===== config.mk =====
export PLATFORM = sky130hd
export DESIGN_NAME = pscf_port_strap
export DESIGN_NICKNAME = d
export VERILOG_FILES = /design/src/logic/pscf_pkg.sv /design/src/logic/pscf_clkreq.sv /design/src/logic/pscf_port_strap.sv
export SDC_FILE = /design/constraint.sdc
export NUM_CORES = 1
export LEC_CHECK = 0
export BUFFER_PORTS_ARGS = -buffer_cell sky130_fd_sc_hd__buf_4
export CORE_ASPECT_RATIO = 0.75
export CORE_MARGIN = 2
export CORE_UTILIZATION = 40
export DETAILED_ROUTE_END_ITERATION = 8
export GPL_TIMING_DRIVEN = 0
export SYNTH_ARGS = -nofsm -noshare
export SYNTH_HDL_FRONTEND = slang
export SYNTH_SLANG_ARGS = --single-unit

===== constraint.sdc =====
create_clock -name CORE_CLK -period 2.2 [get_ports CORE_CLK]
set_clock_uncertainty 0.05 [all_clocks]
set_input_delay 0.22 -clock CORE_CLK [delete_from_list [all_inputs] [get_ports CORE_CLK]]
set_output_delay 0.22 -clock CORE_CLK [all_outputs]
set_load 0.03 [all_outputs]

===== src/logic/pscf_pkg.sv =====
`default_nettype none
package pscf_pkg;
	// port numbering: port 0 upstream, ports 1..2 downstream
	localparam int NUM_PORTS = 3;
	localparam int DS_LO = 1;
	localparam int DS_HI = 2;

	// max payload size capability encodings
	localparam logic [2:0] MPS_256B = 3'h1;
	localparam logic [2:0] MPS_512B = 3'h2;

	// timing
	localparam int CLK_MHZ = 100;
	localparam int NS_PER_US = 1000;
	localparam int DWN_RST_NS = 1000;
	localparam int DWN_RST_CYC =
		(DWN_RST_NS * CLK_MHZ + NS_PER_US - 1) / NS_PER_US;
	localparam int REFCLK_SETTLE_NS = 100;
	localparam int REFCLK_SETTLE_CYC =
		(REFCLK_SETTLE_NS * CLK_MHZ + NS_PER_US - 1) / NS_PER_US;

	// settings captured from the straps at reset release
	typedef struct packed {
		logic second_vc_on;
		logic vc0_pooled;
		logic rx_inv_det_en;
		logic [2:0] mps_cap;
		logic shared_refclk;
		logic [DS_HI:DS_LO] slot_attached;
		logic status_mode;
	} pscf_cfg_s;

	localparam pscf_cfg_s CFG_RST = '0;

	// clock request controller states
	typedef enum logic [1:0] {
		CRQ_ACTIVE = 2'b00,
		CRQ_L1 = 2'b01,
		CRQ_WAKE = 2'b10
	} pscf_crq_e;
endpackage : pscf_pkg
`default_nettype wire


===== src/logic/pscf_clkreq.sv =====
`default_nettype none
module pscf_clkreq
#(
	parameter int SETTLE_CYC = pscf_pkg::REFCLK_SETTLE_CYC
)
(
	// clock and reset
	input wire logic clk,
	input wire logic rst,
	// control
	input wire logic l1_allow,
	input wire logic req_n,
	// clock power state
	output logic refclk_en,
	output logic pll_en,
	output logic l1_sub
);
	import pscf_pkg::*;

	localparam int CW = $clog2(SETTLE_CYC + 1);
	localparam logic [CW-1:0] CNT_LOAD = CW'(SETTLE_CYC);
	localparam logic [CW-1:0] CNT_LAST = CW'(1);

	pscf_crq_e state_r, state_nxt;
	logic [CW-1:0] cnt_r, cnt_nxt;
	logic refclk_en_r, refclk_en_nxt;
	logic pll_en_r, pll_en_nxt;
	logic l1_sub_r, l1_sub_nxt;

	always_comb
	begin
		state_nxt = state_r;
		cnt_nxt = cnt_r;
		case (state_r)
			CRQ_ACTIVE:
			begin
				if (l1_allow && req_n)
				begin
					state_nxt = CRQ_L1;
				end
			end
			CRQ_L1:
			begin
				if (!l1_allow || !req_n)
				begin
					state_nxt = CRQ_WAKE;
					cnt_nxt = CNT_LOAD;
				end
			end
			CRQ_WAKE:
			begin
				if (cnt_r <= CNT_LAST)
				begin
					state_nxt = CRQ_ACTIVE;
				end
				else
				begin
					cnt_nxt = cnt_r - CNT_LAST;
				end
			end
			default:
			begin
				state_nxt = CRQ_ACTIVE;
			end
		endcase
		refclk_en_nxt = (state_nxt != CRQ_L1);
		pll_en_nxt = (state_nxt == CRQ_ACTIVE);
		l1_sub_nxt = (state_nxt != CRQ_ACTIVE);
	end

	always_ff @(posedge clk or posedge rst)
	begin
		if (rst)
		begin
			state_r <= CRQ_ACTIVE;
			cnt_r <= '0;
			refclk_en_r <= 1'h1;
			pll_en_r <= 1'h1;
			l1_sub_r <= 1'h0;
		end
		else
		begin
			state_r <= state_nxt;
			cnt_r <= cnt_nxt;
			refclk_en_r <= refclk_en_nxt;
			pll_en_r <= pll_en_nxt;
			l1_sub_r <= l1_sub_nxt;
		end
	end

	assign refclk_en = refclk_en_r;
	assign pll_en = pll_en_r;
	assign l1_sub = l1_sub_r;
endmodule : pscf_clkreq
`default_nettype wire


===== src/logic/pscf_port_strap.sv =====
// Function
// - second-channel strap high enables VC1 beside VC0, no resource sharing.
// - second-channel strap low pools VC1 resources into VC0, no VC1.
// - invert-detect-off strap high disables rx polarity detection, low enables.
// - large-payload strap high advertises 512B payload, otherwise 256B.
// - low slot-occupied input means device present, high means absent.
// - shared-refclk strap high reports common platform reference clock.
// - slot-present strap bit marks port as slot, else chip-to-chip.
// - select low: pins are clock requests; release stops clock, enters L1.
// - request asserted restores clock, then enables PLL and leaves L1 substate together.
// - select high: pins driven as per-port status outputs.
// - downstream reset held during system reset or after a plug-in.
// - system reset initialises all internal state.
`default_nettype none
module pscf_port_strap
#(
	parameter int DWN_RST_CYC = pscf_pkg::DWN_RST_CYC,
	parameter int SETTLE_CYC = pscf_pkg::REFCLK_SETTLE_CYC
)
(
	// clock and reset
	input wire logic CORE_CLK,
	input wire logic SYS_RST,
	// configuration straps
	input wire logic SECOND_CHANNEL_STRAP,
	input wire logic RX_INVERT_DETECT_OFF,
	input wire logic LARGE_PAYLOAD_STRAP,
	input wire logic SHARED_REFCLK_STRAP,
	input wire logic [pscf_pkg::DS_HI:pscf_pkg::DS_LO] SLOT_PRESENT_STRAP,
	input wire logic SIDEBAND_PIN_SELECT,
	// slot presence
	input wire logic [pscf_pkg::DS_HI:pscf_pkg::DS_LO] SLOT_OCCUPIED_N,
	// per-port status from the link logic
	input wire logic [pscf_pkg::NUM_PORTS-1:0] PORT_STATE,
	// shared sideband pins
	input wire logic [pscf_pkg::NUM_PORTS-1:0] CLOCK_REQUEST_N,
	output logic [pscf_pkg::NUM_PORTS-1:0] PORT_STATE_OUT,
	output logic [pscf_pkg::NUM_PORTS-1:0] SIDEBAND_OE,
	// captured settings
	output var pscf_pkg::pscf_cfg_s CONFIG,
	output logic CONFIG_VALID,
	// downstream slots
	output logic [pscf_pkg::DS_HI:pscf_pkg::DS_LO] DEV_PRESENT,
	output logic [pscf_pkg::DS_HI:pscf_pkg::DS_LO] DOWNSTREAM_RESET_N,
	// clock power control
	output logic [pscf_pkg::NUM_PORTS-1:0] REFCLK_ENABLE,
	output logic [pscf_pkg::NUM_PORTS-1:0] PLL_ENABLE,
	output logic [pscf_pkg::NUM_PORTS-1:0] L1_SUBSTATE
);
	import pscf_pkg::*;

	localparam int HCW = $clog2(DWN_RST_CYC + 1);
	localparam logic [HCW-1:0] HOLD_LOAD = HCW'(DWN_RST_CYC);
	localparam logic [HCW-1:0] HOLD_STEP = HCW'(1);

	logic sampled_r, sampled_nxt;
	pscf_cfg_s cfg_r, cfg_nxt;
	logic [DS_HI:DS_LO] present_r, present_nxt;
	logic [DS_HI:DS_LO] rst_n_r, rst_n_nxt;
	logic [DS_HI:DS_LO][HCW-1:0] hold_r, hold_nxt;
	logic [NUM_PORTS-1:0] pin_o_r, pin_o_nxt;
	logic [NUM_PORTS-1:0] pin_oe_r, pin_oe_nxt;
	logic l1_allow;

	// strap capture, once after reset release
	always_comb
	begin
		sampled_nxt = 1'h1;
		cfg_nxt = cfg_r;
		if (!sampled_r)
		begin
			cfg_nxt.second_vc_on = SECOND_CHANNEL_STRAP;
			cfg_nxt.vc0_pooled = !SECOND_CHANNEL_STRAP;
			cfg_nxt.rx_inv_det_en = !RX_INVERT_DETECT_OFF;
			if (LARGE_PAYLOAD_STRAP)
			begin
				cfg_nxt.mps_cap = MPS_512B;
			end
			else
			begin
				cfg_nxt.mps_cap = MPS_256B;
			end
			cfg_nxt.shared_refclk = SHARED_REFCLK_STRAP;
			cfg_nxt.slot_attached = SLOT_PRESENT_STRAP;
			cfg_nxt.status_mode = SIDEBAND_PIN_SELECT;
		end
	end

	always_ff @(posedge CORE_CLK or posedge SYS_RST)
	begin
		if (SYS_RST)
		begin
			sampled_r <= 1'h0;
			cfg_r <= CFG_RST;
		end
		else
		begin
			sampled_r <= sampled_nxt;
			cfg_r <= cfg_nxt;
		end
	end

	// presence tracking and downstream reset
	always_comb
	begin
		present_nxt = ~SLOT_OCCUPIED_N;
		hold_nxt = hold_r;
		rst_n_nxt = '0;
		for (int i = DS_LO; i <= DS_HI; i++)
		begin
			if (sampled_r && present_nxt[i] && !present_r[i])
			begin
				hold_nxt[i] = HOLD_LOAD;
			end
			else if (hold_r[i] != '0)
			begin
				hold_nxt[i] = hold_r[i] - HOLD_STEP;
			end
			rst_n_nxt[i] = sampled_r && (hold_nxt[i] == '0);
		end
	end

	always_ff @(posedge CORE_CLK or posedge SYS_RST)
	begin
		if (SYS_RST)
		begin
			present_r <= '0;
			hold_r <= '0;
			rst_n_r <= '0;
		end
		else
		begin
			present_r <= present_nxt;
			hold_r <= hold_nxt;
			rst_n_r <= rst_n_nxt;
		end
	end

	// shared pins: status outputs or clock request inputs
	always_comb
	begin
		pin_oe_nxt = '0;
		pin_o_nxt = '0;
		for (int p = 0; p < NUM_PORTS; p++)
		begin
			if (sampled_r && cfg_r.status_mode)
			begin
				pin_oe_nxt[p] = 1'h1;
				pin_o_nxt[p] = PORT_STATE[p];
			end
		end
	end

	always_ff @(posedge CORE_CLK or posedge SYS_RST)
	begin
		if (SYS_RST)
		begin
			pin_oe_r <= '0;
			pin_o_r <= '0;
		end
		else
		begin
			pin_oe_r <= pin_oe_nxt;
			pin_o_r <= pin_o_nxt;
		end
	end

	// clock request handling per port
	assign l1_allow = sampled_r && !cfg_r.status_mode;

	genvar g;
	generate
		for (g = 0; g < NUM_PORTS; g++)
		begin : g_crq
			pscf_clkreq #(
				.SETTLE_CYC(SETTLE_CYC)
			) u_crq (
				.clk(CORE_CLK),
				.rst(SYS_RST),
				.l1_allow(l1_allow),
				.req_n(CLOCK_REQUEST_N[g]),
				.refclk_en(REFCLK_ENABLE[g]),
				.pll_en(PLL_ENABLE[g]),
				.l1_sub(L1_SUBSTATE[g])
			);
		end
	endgenerate

	assign CONFIG = cfg_r;
	assign CONFIG_VALID = sampled_r;
	assign DEV_PRESENT = present_r;
	assign DOWNSTREAM_RESET_N = rst_n_r;
	assign PORT_STATE_OUT = pin_o_r;
	assign SIDEBAND_OE = pin_oe_r;
endmodule : pscf_port_strap
`default_nettype wire

; Word-level counts from Yosys, hierarchy flattened
; Index checks and enable logic that the tools add are counted.
[word_totals]
reg_bits = 60
input_bits = 17
output_inout_bits = 30
word_cells = 125
[classes]
add_sub_neg = 5
n_lt_le_gt_ge = 3
n_eq_ne = 15
mux = 30
n_bitwise = 1
reduce_logical = 42
[ops]
columns = cell, n
row1 = two-way mux 7 bit, 4
row2 = two-way mux 4 bit, 6
row3 = case mux 4 bit (2 select lines), 3
row4 = two-way mux 2 bit, 10
row5 = case mux 2 bit (3 select lines), 3
row6 = zero test 7 bit, 2
row7 = nonzero test 7 bit, 2
row8 = subtractor 7 x 1 -> 7 bit (second input constant), 2
row9 = less-or-equal comparator 4 x 1 -> 1 bit (second input constant), 3
row10 = zero test 2 bit, 6
row11 = inequality test 2 x 1 -> 1 bit (second input constant), 6
row12 = nonzero test 2 bit, 6
row13 = subtractor 4 x 1 -> 4 bit (second input constant), 3
row14 = logical AND 1 bit, 11
row15 = zero test 1 bit, 9
row16 = AND reduction 3 bit, 3
row17 = == test 2 x 1 -> 1 bit (second input constant), 3
row18 = == test 2 bit (second input constant), 3
row19 = inequality test 2 bit (second input constant), 3
row20 = two-way mux 1 bit, 4
row21 = logical OR 1 bit, 3
row22 = inverter 2 bit, 1

; Longest topological paths before layout
; Gate-level depths: netlist of run 1.
[logic_depth]
word_depth = 7
depth_mapped = 8
depth_no_buf = 7

; Cells and area by module
; A second synthesis of run 1 with hierarchy kept.
[unflattened]
hier_cells = 263
area_unflattened_um2 = 2869.0
[modules_own_cells]
columns = mod, n_inst, cells_per_inst, area_each_um2, seq_area_each_um2
row1 = pscf_port_strap, 1, 143, 1570.3, 800.8
row2 = pscf_clkreq, 3, 40, 432.9, 227.7

; Worst setup path after synthesis of run 1
; No wires, ideal clock.
[synth_timing]
path_type = flip-flop to flip-flop
startpoint = reg hold_r[2] in the netlist's numbering
endpoint = reg rst_n_r, in the netlist DOWNSTREAM_RESET_N[1]
setup_time_ns = 0.096
t_arrival_ns = 1.854
required_ns = 2.054
setup_slack_ns = 0.201
stages_incl_launch_ff = 7
path_buffers = 1
period_less_slack_ns = 1.999
cell_sequence = dfrtp_1 buf_6 or3_4 nor3_4 mux2_2 a211o_1 nor4_2
[synth_lines]
columns = element, line
row1 = start: declaration, pscf_port_strap.sv:60  ; logic [DS_HI:DS_LO][HCW-1:0] hold_r, hold_nxt;
row2 = start signal: assignment, pscf_port_strap.sv:134  ; hold_r <= hold_nxt;
row3 = end signal: assignment, pscf_port_strap.sv:135  ; rst_n_r <= rst_n_nxt;
row4 = end: declaration, pscf_port_strap.sv:59  ; logic [DS_HI:DS_LO] rst_n_r, rst_n_nxt;

==> impl_metrics.yaml, run 1 <==
floorplan:
  initial_core_util: 0.416
  fp.coreArea_sq_um: 7400
  die_h_um: 80
  chipWidth_um: 105
  ioPinCount: 47
  row_count: 27
  dieArea_sq_um: 8430
setup_path:
  max_stage_delay_ns: 0.39
  r2r-start: "hold_r[3]"
  crit_start: "hold_r[3]"
  cp_cell_sequence: "buf_2, or3_4, nor3_4, mux2_2, a211o_1, nor4_2"
  cpMaxStageDelayCell: "or3_4"
  cp-start-kind: "register"
  critical_path_class: "register to register"
  crit_family: "simple AND/OR/NAND/NOR gates"
  worst-path-buf-inv: 1
  critPathMaxFanout: 7
  cp-end-kind: "register"
  crit_required_ns: 2.40
  arrival_ns: 2.27
grt:
  grt_max_degree: 41
  antenna_found_initial: 0
  grt_pass1_wl_um: 9760
  grt_usage: 0.148
  overflow: 0
  grt_pass1_vias: 2154
placement:
  place.gp.congestion: 0.809
  dp_hpwl_um: 4070
  post-place-cells: 449
  portBuffers: 45
  dpl_cell_area_sq_um: 3560
sta:
  rsz0062_at_grt: "false"
  slew_headroom: 0.599
  fin_crit_sh: 0.942
  whs_ns: 0.0190
  drv_slew: 0
  max_freq_mhz: 482
  worst_pin_slew_ns: 0.592
  hold_viol: 0
  setup_violations: 0
  setup_tns_ns: 0
  fin_crit_ns: 2.07
power:
  powerDensity_nw_per_um2: 1220
  ir_drop_uv: 659
  p_leak_nw: 1.76
worst_hold_path:
  hold_path.class: "input pin to register"
  hp-start: "RX_INVERT_DETECT_OFF"
run:
  cap_viol_max_count: 0
logic_synthesis:
  ys_async_sr_fraction: 1.00
  synth_fp_nets: 341
  synth_flop_cell: "dfrtp_1"
  syn_area_sq_um: 3080
  ys_seq_area_frac: 0.482
  netlist_instances: 302
  syn_area_per_cell_sq_um: 10.2
  synth_edf_count: 0
  ys_ff_latch: 59
  synth.distinct_cells: 50
  ys_warn_count: 0
drt:
  vias_per_cell: 4.72
  drt-wirelength-per-cell_um: 12.2
  drtIter0Drc: 57
  antenna_left: 0
  num_vias: 2216
  drc: 0
  wl_um: 5700
  firstDrtPassIters: 4
layout:
  final_cell_area_sq_um: 3790
  drive_above_1_share: 0.261
  fin_nets: 402
  fin_util: 0.513
  final_cell_mix: "buf_4 (57), dfrtp_1 (53), nor2_1 (22), o21ai_0 (22), ha_1 (22)"
  layout_commonest_cell: "buf_4"
  instances_no_fill: 469
  num_antenna_cells: 0
  area_delta_synth_final_pct: 23.2
cts:
  cts.sinks: 59
  cts_tree: "done"
  clk_pin_slew_ns: 0.07
  htreeDepth: 3
  clk_latency_ns: 0.34
  cts-root-buf: "clkbuf_8"
  clockBufferDepth: 2
  cts_setup_buffers: 0
  cts_buffers: 9
status:
  status: "completed"
repair_timing:
item | in CTS | in global routing
hold buffers | 4 | 0
hold endpoints to repair | 18 | 0
setup endpoints to repair | 0 | 5
resized for setup | 0 | 1
stage by stage:
stage          total power, mW  worst slack, ns
2_1_floorplan             3.18            0.201
3_3_place_gp              3.62           -0.324
3_5_place_dp              3.65           0.0403
4_1_cts                   4.65           0.0427
5_1_grt                   5.01         0.000500
6_report                  4.61            0.127
power by group:
part / total [mW] / switching (mW) / internal [mW]
sequential: 1.72 / 0.275 / 1.45
combinational: 1.93 / 1.06 / 0.866
clock: 0.962 / 0.410 / 0.552
synth_stat cells (all sizes together), types with 3 or more instances:
master,number,share of area
inv,22,0.027
xnor2,8,0.023
nand4b,3,0.0085
a21boi,4,0.0097
a21oi,12,0.019
nand3,7,0.011
ha,22,0.089
dfrtp,53,0.43
xor2,4,0.011
nor2,22,0.027
and3,3,0.0061
nand2b,6,0.012
dfstp,6,0.051
nand2,16,0.019
o31ai,3,0.0073
a31oi,3,0.0061
buf,15,0.036
mux2,6,0.022
nor4,7,0.016
or3,5,0.012
nor2b,5,0.010
or2,4,0.0081
o21ai,22,0.036
and2,6,0.013
nor3,11,0.022
flip-flops by register name, summed over array words and instances (netlist names):
name	flops
g_crq.u_crq.state_r	6
g_crq.u_crq.refclk_en	3
DEV_PRESENT	2
g_crq.u_crq.l1_sub	3
CONFIG_VALID	1
g_crq.u_crq.cnt_r	12
DOWNSTREAM_RESET_N	2
hold_r	14
g_crq.u_crq.pll_en	3
CONFIG	9
PORT_STATE_OUT	3
SIDEBAND_OE	1
final timing paths:
kind,end,slack [ns],cells after the start
setup / recovery,DOWNSTREAM_RESET_N[1],0.13,6
max in group asynchronous,g_crq[1].u_crq.refclk_en,1.09,4
hold reg to reg,CONFIG[4],0.45,2
setup reg to reg,DOWNSTREAM_RESET_N[1],0.13,6
min in group asynchronous,DOWNSTREAM_RESET_N[1],0.38,3
hold / removal,CONFIG[7],0.02,2
logic make-up (layout without fill, tap and decap cells):
| kind of cell | after synthesis | count (layout) | share of synthesized area |
|---|---|---|---|
| muxes | 7 | 7 | 0.0252 |
| other | 2 | 2 | 0.00244 |
| DFF | 59 | 59 | 0.482 |
| xor gates and xnor gates | 12 | 12 | 0.0341 |
| AOI/OAI and AO/OA | 58 | 58 | 0.118 |
| and+or+nand+nor | 102 | 102 | 0.183 |
| adders and majority gates | 22 | 22 | 0.0894 |
| buffers and inverters | 40 | 106 | 0.0666 |
per-layer routing:
layer	part of all wire	vias to the layer above	GRT usage
met3	0.045	6	0.0490
met5	0	-	0
met1	0.52	1024	0.202
met4	0.010	0	0.0520
li1	-	1148	-
met2	0.42	38	0.220
cell type report:
type,count,area [sq um]
Fill cell,673,3600
Multi-Input combinational cell,203,1390
Tap cell,101,126
Clock inverter,3,40.0
Sequential cell,59,1480
Clock buffer,13,149
Inverter,23,86.3
Buffer,17,119
Timing Repair Buffer,50,398
Power figures use the tool's default switching activity.
==> run 2, diff against run 1 <==
SYNTH_HIERARCHICAL = 1   (was unset)
==> impl_metrics.yaml, run 2 <==
status:
  status: "completed"
logic_synthesis:
  syn_area_per_cell_sq_um: 10.9
  synth_area_leaders: "dfrtp_1 (46%), dfstp_2 (5.5%), ha_1 (4.4%), inv_1 (3.3%), nand2b_1 (2.4%)"
  synth_top_area_share: 0.462
  netlist_top_cells_count: "dfrtp_1 (53), inv_1 (25), nor2_1 (18), nand2_1 (14), nand2b_1 (11)"
  synth_flop_cell: "dfrtp_1"
  synth-compound-area-share: 0.136
  yosysMostFrequentCell: "dfrtp_1"
  synth_fa_ha_area_frac: 0.0436
  synthSimpleGateAreaFrac: 0.188
  synth_fp_nets: 290
  netlist_instances: 263
  synth.area.mux_share: 0.0375
  synth.distinct_cells: 50
  ys_seq_area_frac: 0.517
  ys_ff_latch: 59
  synth_xor_area_frac: 0.0214
  ys_warn_count: 6
  syn_area_sq_um: 2870
  ys_async_sr_fraction: 1.00
  synth_top_family_by_area: "simple AND/OR/NAND/NOR gates"
  yosysTopAreaCell: "dfrtp_1"
  synth_edf_count: 0
layout:
  layout_commonest_cell: "dfrtp_1"
  fin_nets: 351
  top_register: "hold_r"
  final_cell_area_sq_um: 3600
  fin_util: 0.525
  num_antenna_cells: 0
  drive_above_1_share: 0.292
  final_cell_mix: "dfrtp_1 (53), buf_4 (48), inv_1 (24)"
  area_delta_synth_final_pct: 25.6
  largest_reg_flops: 14
setup_path:
  crit_start: "SLOT_OCCUPIED_N[1]"
  r2r_cells: 4
  critical_path_class: "input pin to register"
  crit_required_ns: 2.37
  critPathMaxFanout: 8
  r2r_slack_ns: 0.27
  cp-start-kind: "input pin"
  r2r-start: "CONFIG_VALID"
  arrival_ns: 2.24
  cp-end-kind: "register"
  r2r_end: "DOWNSTREAM_RESET_N[1]"
cts:
  clk_latency_ns: 0.34
  cts.sinks: 59
  clk_pin_slew_ns: 0.06
  cts_tree: "done"
  cts_buffers: 9
  cts_setup_buffers: 0
  htreeDepth: 3
  clockBufferDepth: 2
  cts-root-buf: "clkbuf_8"
run:
  cap_viol_max_count: 0
drt:
  antenna_left: 0
  drt-wirelength-per-cell_um: 13.4
  firstDrtPassIters: 5
  vias_per_cell: 4.90
  drtIter0Drc: 82
  num_vias: 2092
  drc: 0
  wl_um: 5710
grt:
  overflow: 0
  grt_pass1_wl_um: 9830
  antenna_found_initial: 0
  grt_usage: 0.161
  grt_max_degree: 33
  grt_pass1_vias: 2102
floorplan:
  dieArea_sq_um: 7870
  ioPinCount: 47
  chipWidth_um: 102
  initial_core_util: 0.418
  die_h_um: 77.3
  fp.coreArea_sq_um: 6860
  row_count: 26
sta:
  setup_violations: 0
  max_freq_mhz: 483
  rsz0062_at_grt: "false"
  drv_slew: 0
  slew_headroom: 0.334
  fin_crit_sh: 0.941
  hold_viol: 0
  setup_tns_ns: 0
  fin_crit_ns: 2.07
  worst_pin_slew_ns: 0.997
placement:
  dpl_cell_area_sq_um: 3330
  portBuffers: 45
  dp_hpwl_um: 4040
  place.gp.congestion: 0.771
worst_hold_path:
  holdPathStages: 2
  hp-start: "RX_INVERT_DETECT_OFF"
  worstHoldEndpoint: "CONFIG[7]"
  hold_path.class: "input pin to register"
power:
  powerDensity_nw_per_um2: 1220
  ir_drop_uv: 493
  p_leak_nw: 1.68
run 2: cell count changes after synthesis, moves of 5 or more:
cell	before	now
a211oi_1	0	5
a21oi_1	12	4
a41oi_1	0	5
buf_4	12	3
ha_1	22	10
nand2b_1	6	11
nor4_1	6	1
o21ai_0	22	8
o31a_1	2	7
run 2: worst max path at each step:
stage,end,slack (ns),depth (start not counted)
after global routing,DOWNSTREAM_RESET_N[1],0.05,6
final,DOWNSTREAM_RESET_N[1],0.13,6
after detailed placement,g_crq[2].u_crq/cnt_r[1],0.13,6
after floorplan,g_crq[0].u_crq/cnt_r[1],0.33,6
after global placement,g_crq[2].u_crq/cnt_r[1],0.11,6
after CTS,g_crq[1].u_crq/cnt_r[1],0.10,6
run 2: cell families (layout without fill, tap and decap cells):
logic type,Yosys count,count (layout)
compound gates,51,51
mux,10,10
flops,59,59
fa+ha+maj,10,10
xor+xnor,7,7
simple gates,91,91
other cells,2,2
buf+inv,33,99
run 2: what timing repair did:
item / CTS / global route
endpoints found under the setup margin: 0 / 9
gates resized for setup: 0 / 1
hold endpoints to repair: 25 / 0
hold buffers: 5 / 0
run 2: power breakdown:
part | switching (mW) | internal [mW] | total [mW]
sequential | 0.317 | 1.43 | 1.75
clock | 0.403 | 0.585 | 0.988
combinational | 0.911 | 0.749 | 1.66
total | 1.63 | 2.77 | 4.40
run 2: cell type report:
type                       instances  area (sq um)
clock inverter                     2          35.0
timing repair buffer              51           415
fill                             644          3260
buffer                             7          55.1
inverter                          25          93.8
clock buffer                      14           163
multi-input combinational        171          1230
sequential                        59          1480
tap                               98           123
run 2: stage by stage:
stage	hold WS (ns)	total power [mW]	std cells	setup slack [ns]
6_report	0.0255	4.40	427	0.129
5_1_grt	0.00759	4.75	427	0.0531
4_1_cts	0.00785	4.44	427	0.104
3_5_place_dp	0.174	3.41	406	0.127
3_3_place_gp	0.176	3.38	406	0.114
2_1_floorplan	-0.00351	2.98	263	0.329
run 2: per-layer routing:
layer  up-vias  track usage  wire length (um)  part of all wire
met1       998        0.222              2870              0.50
met3         9       0.0712               314             0.055
li1       1046            -                 -                 -
met2        39        0.227              2450              0.43
met4         0       0.0527                78             0.014
met5         -            0                 0                 0
run 2: critical path: stages:
cell	delay, ns
dlygate4sd3_1	0.54
buf_4	0.14
nor3b_1	0.81
a41oi_1	0.09
o31a_1	0.16
nor4_1	0.29
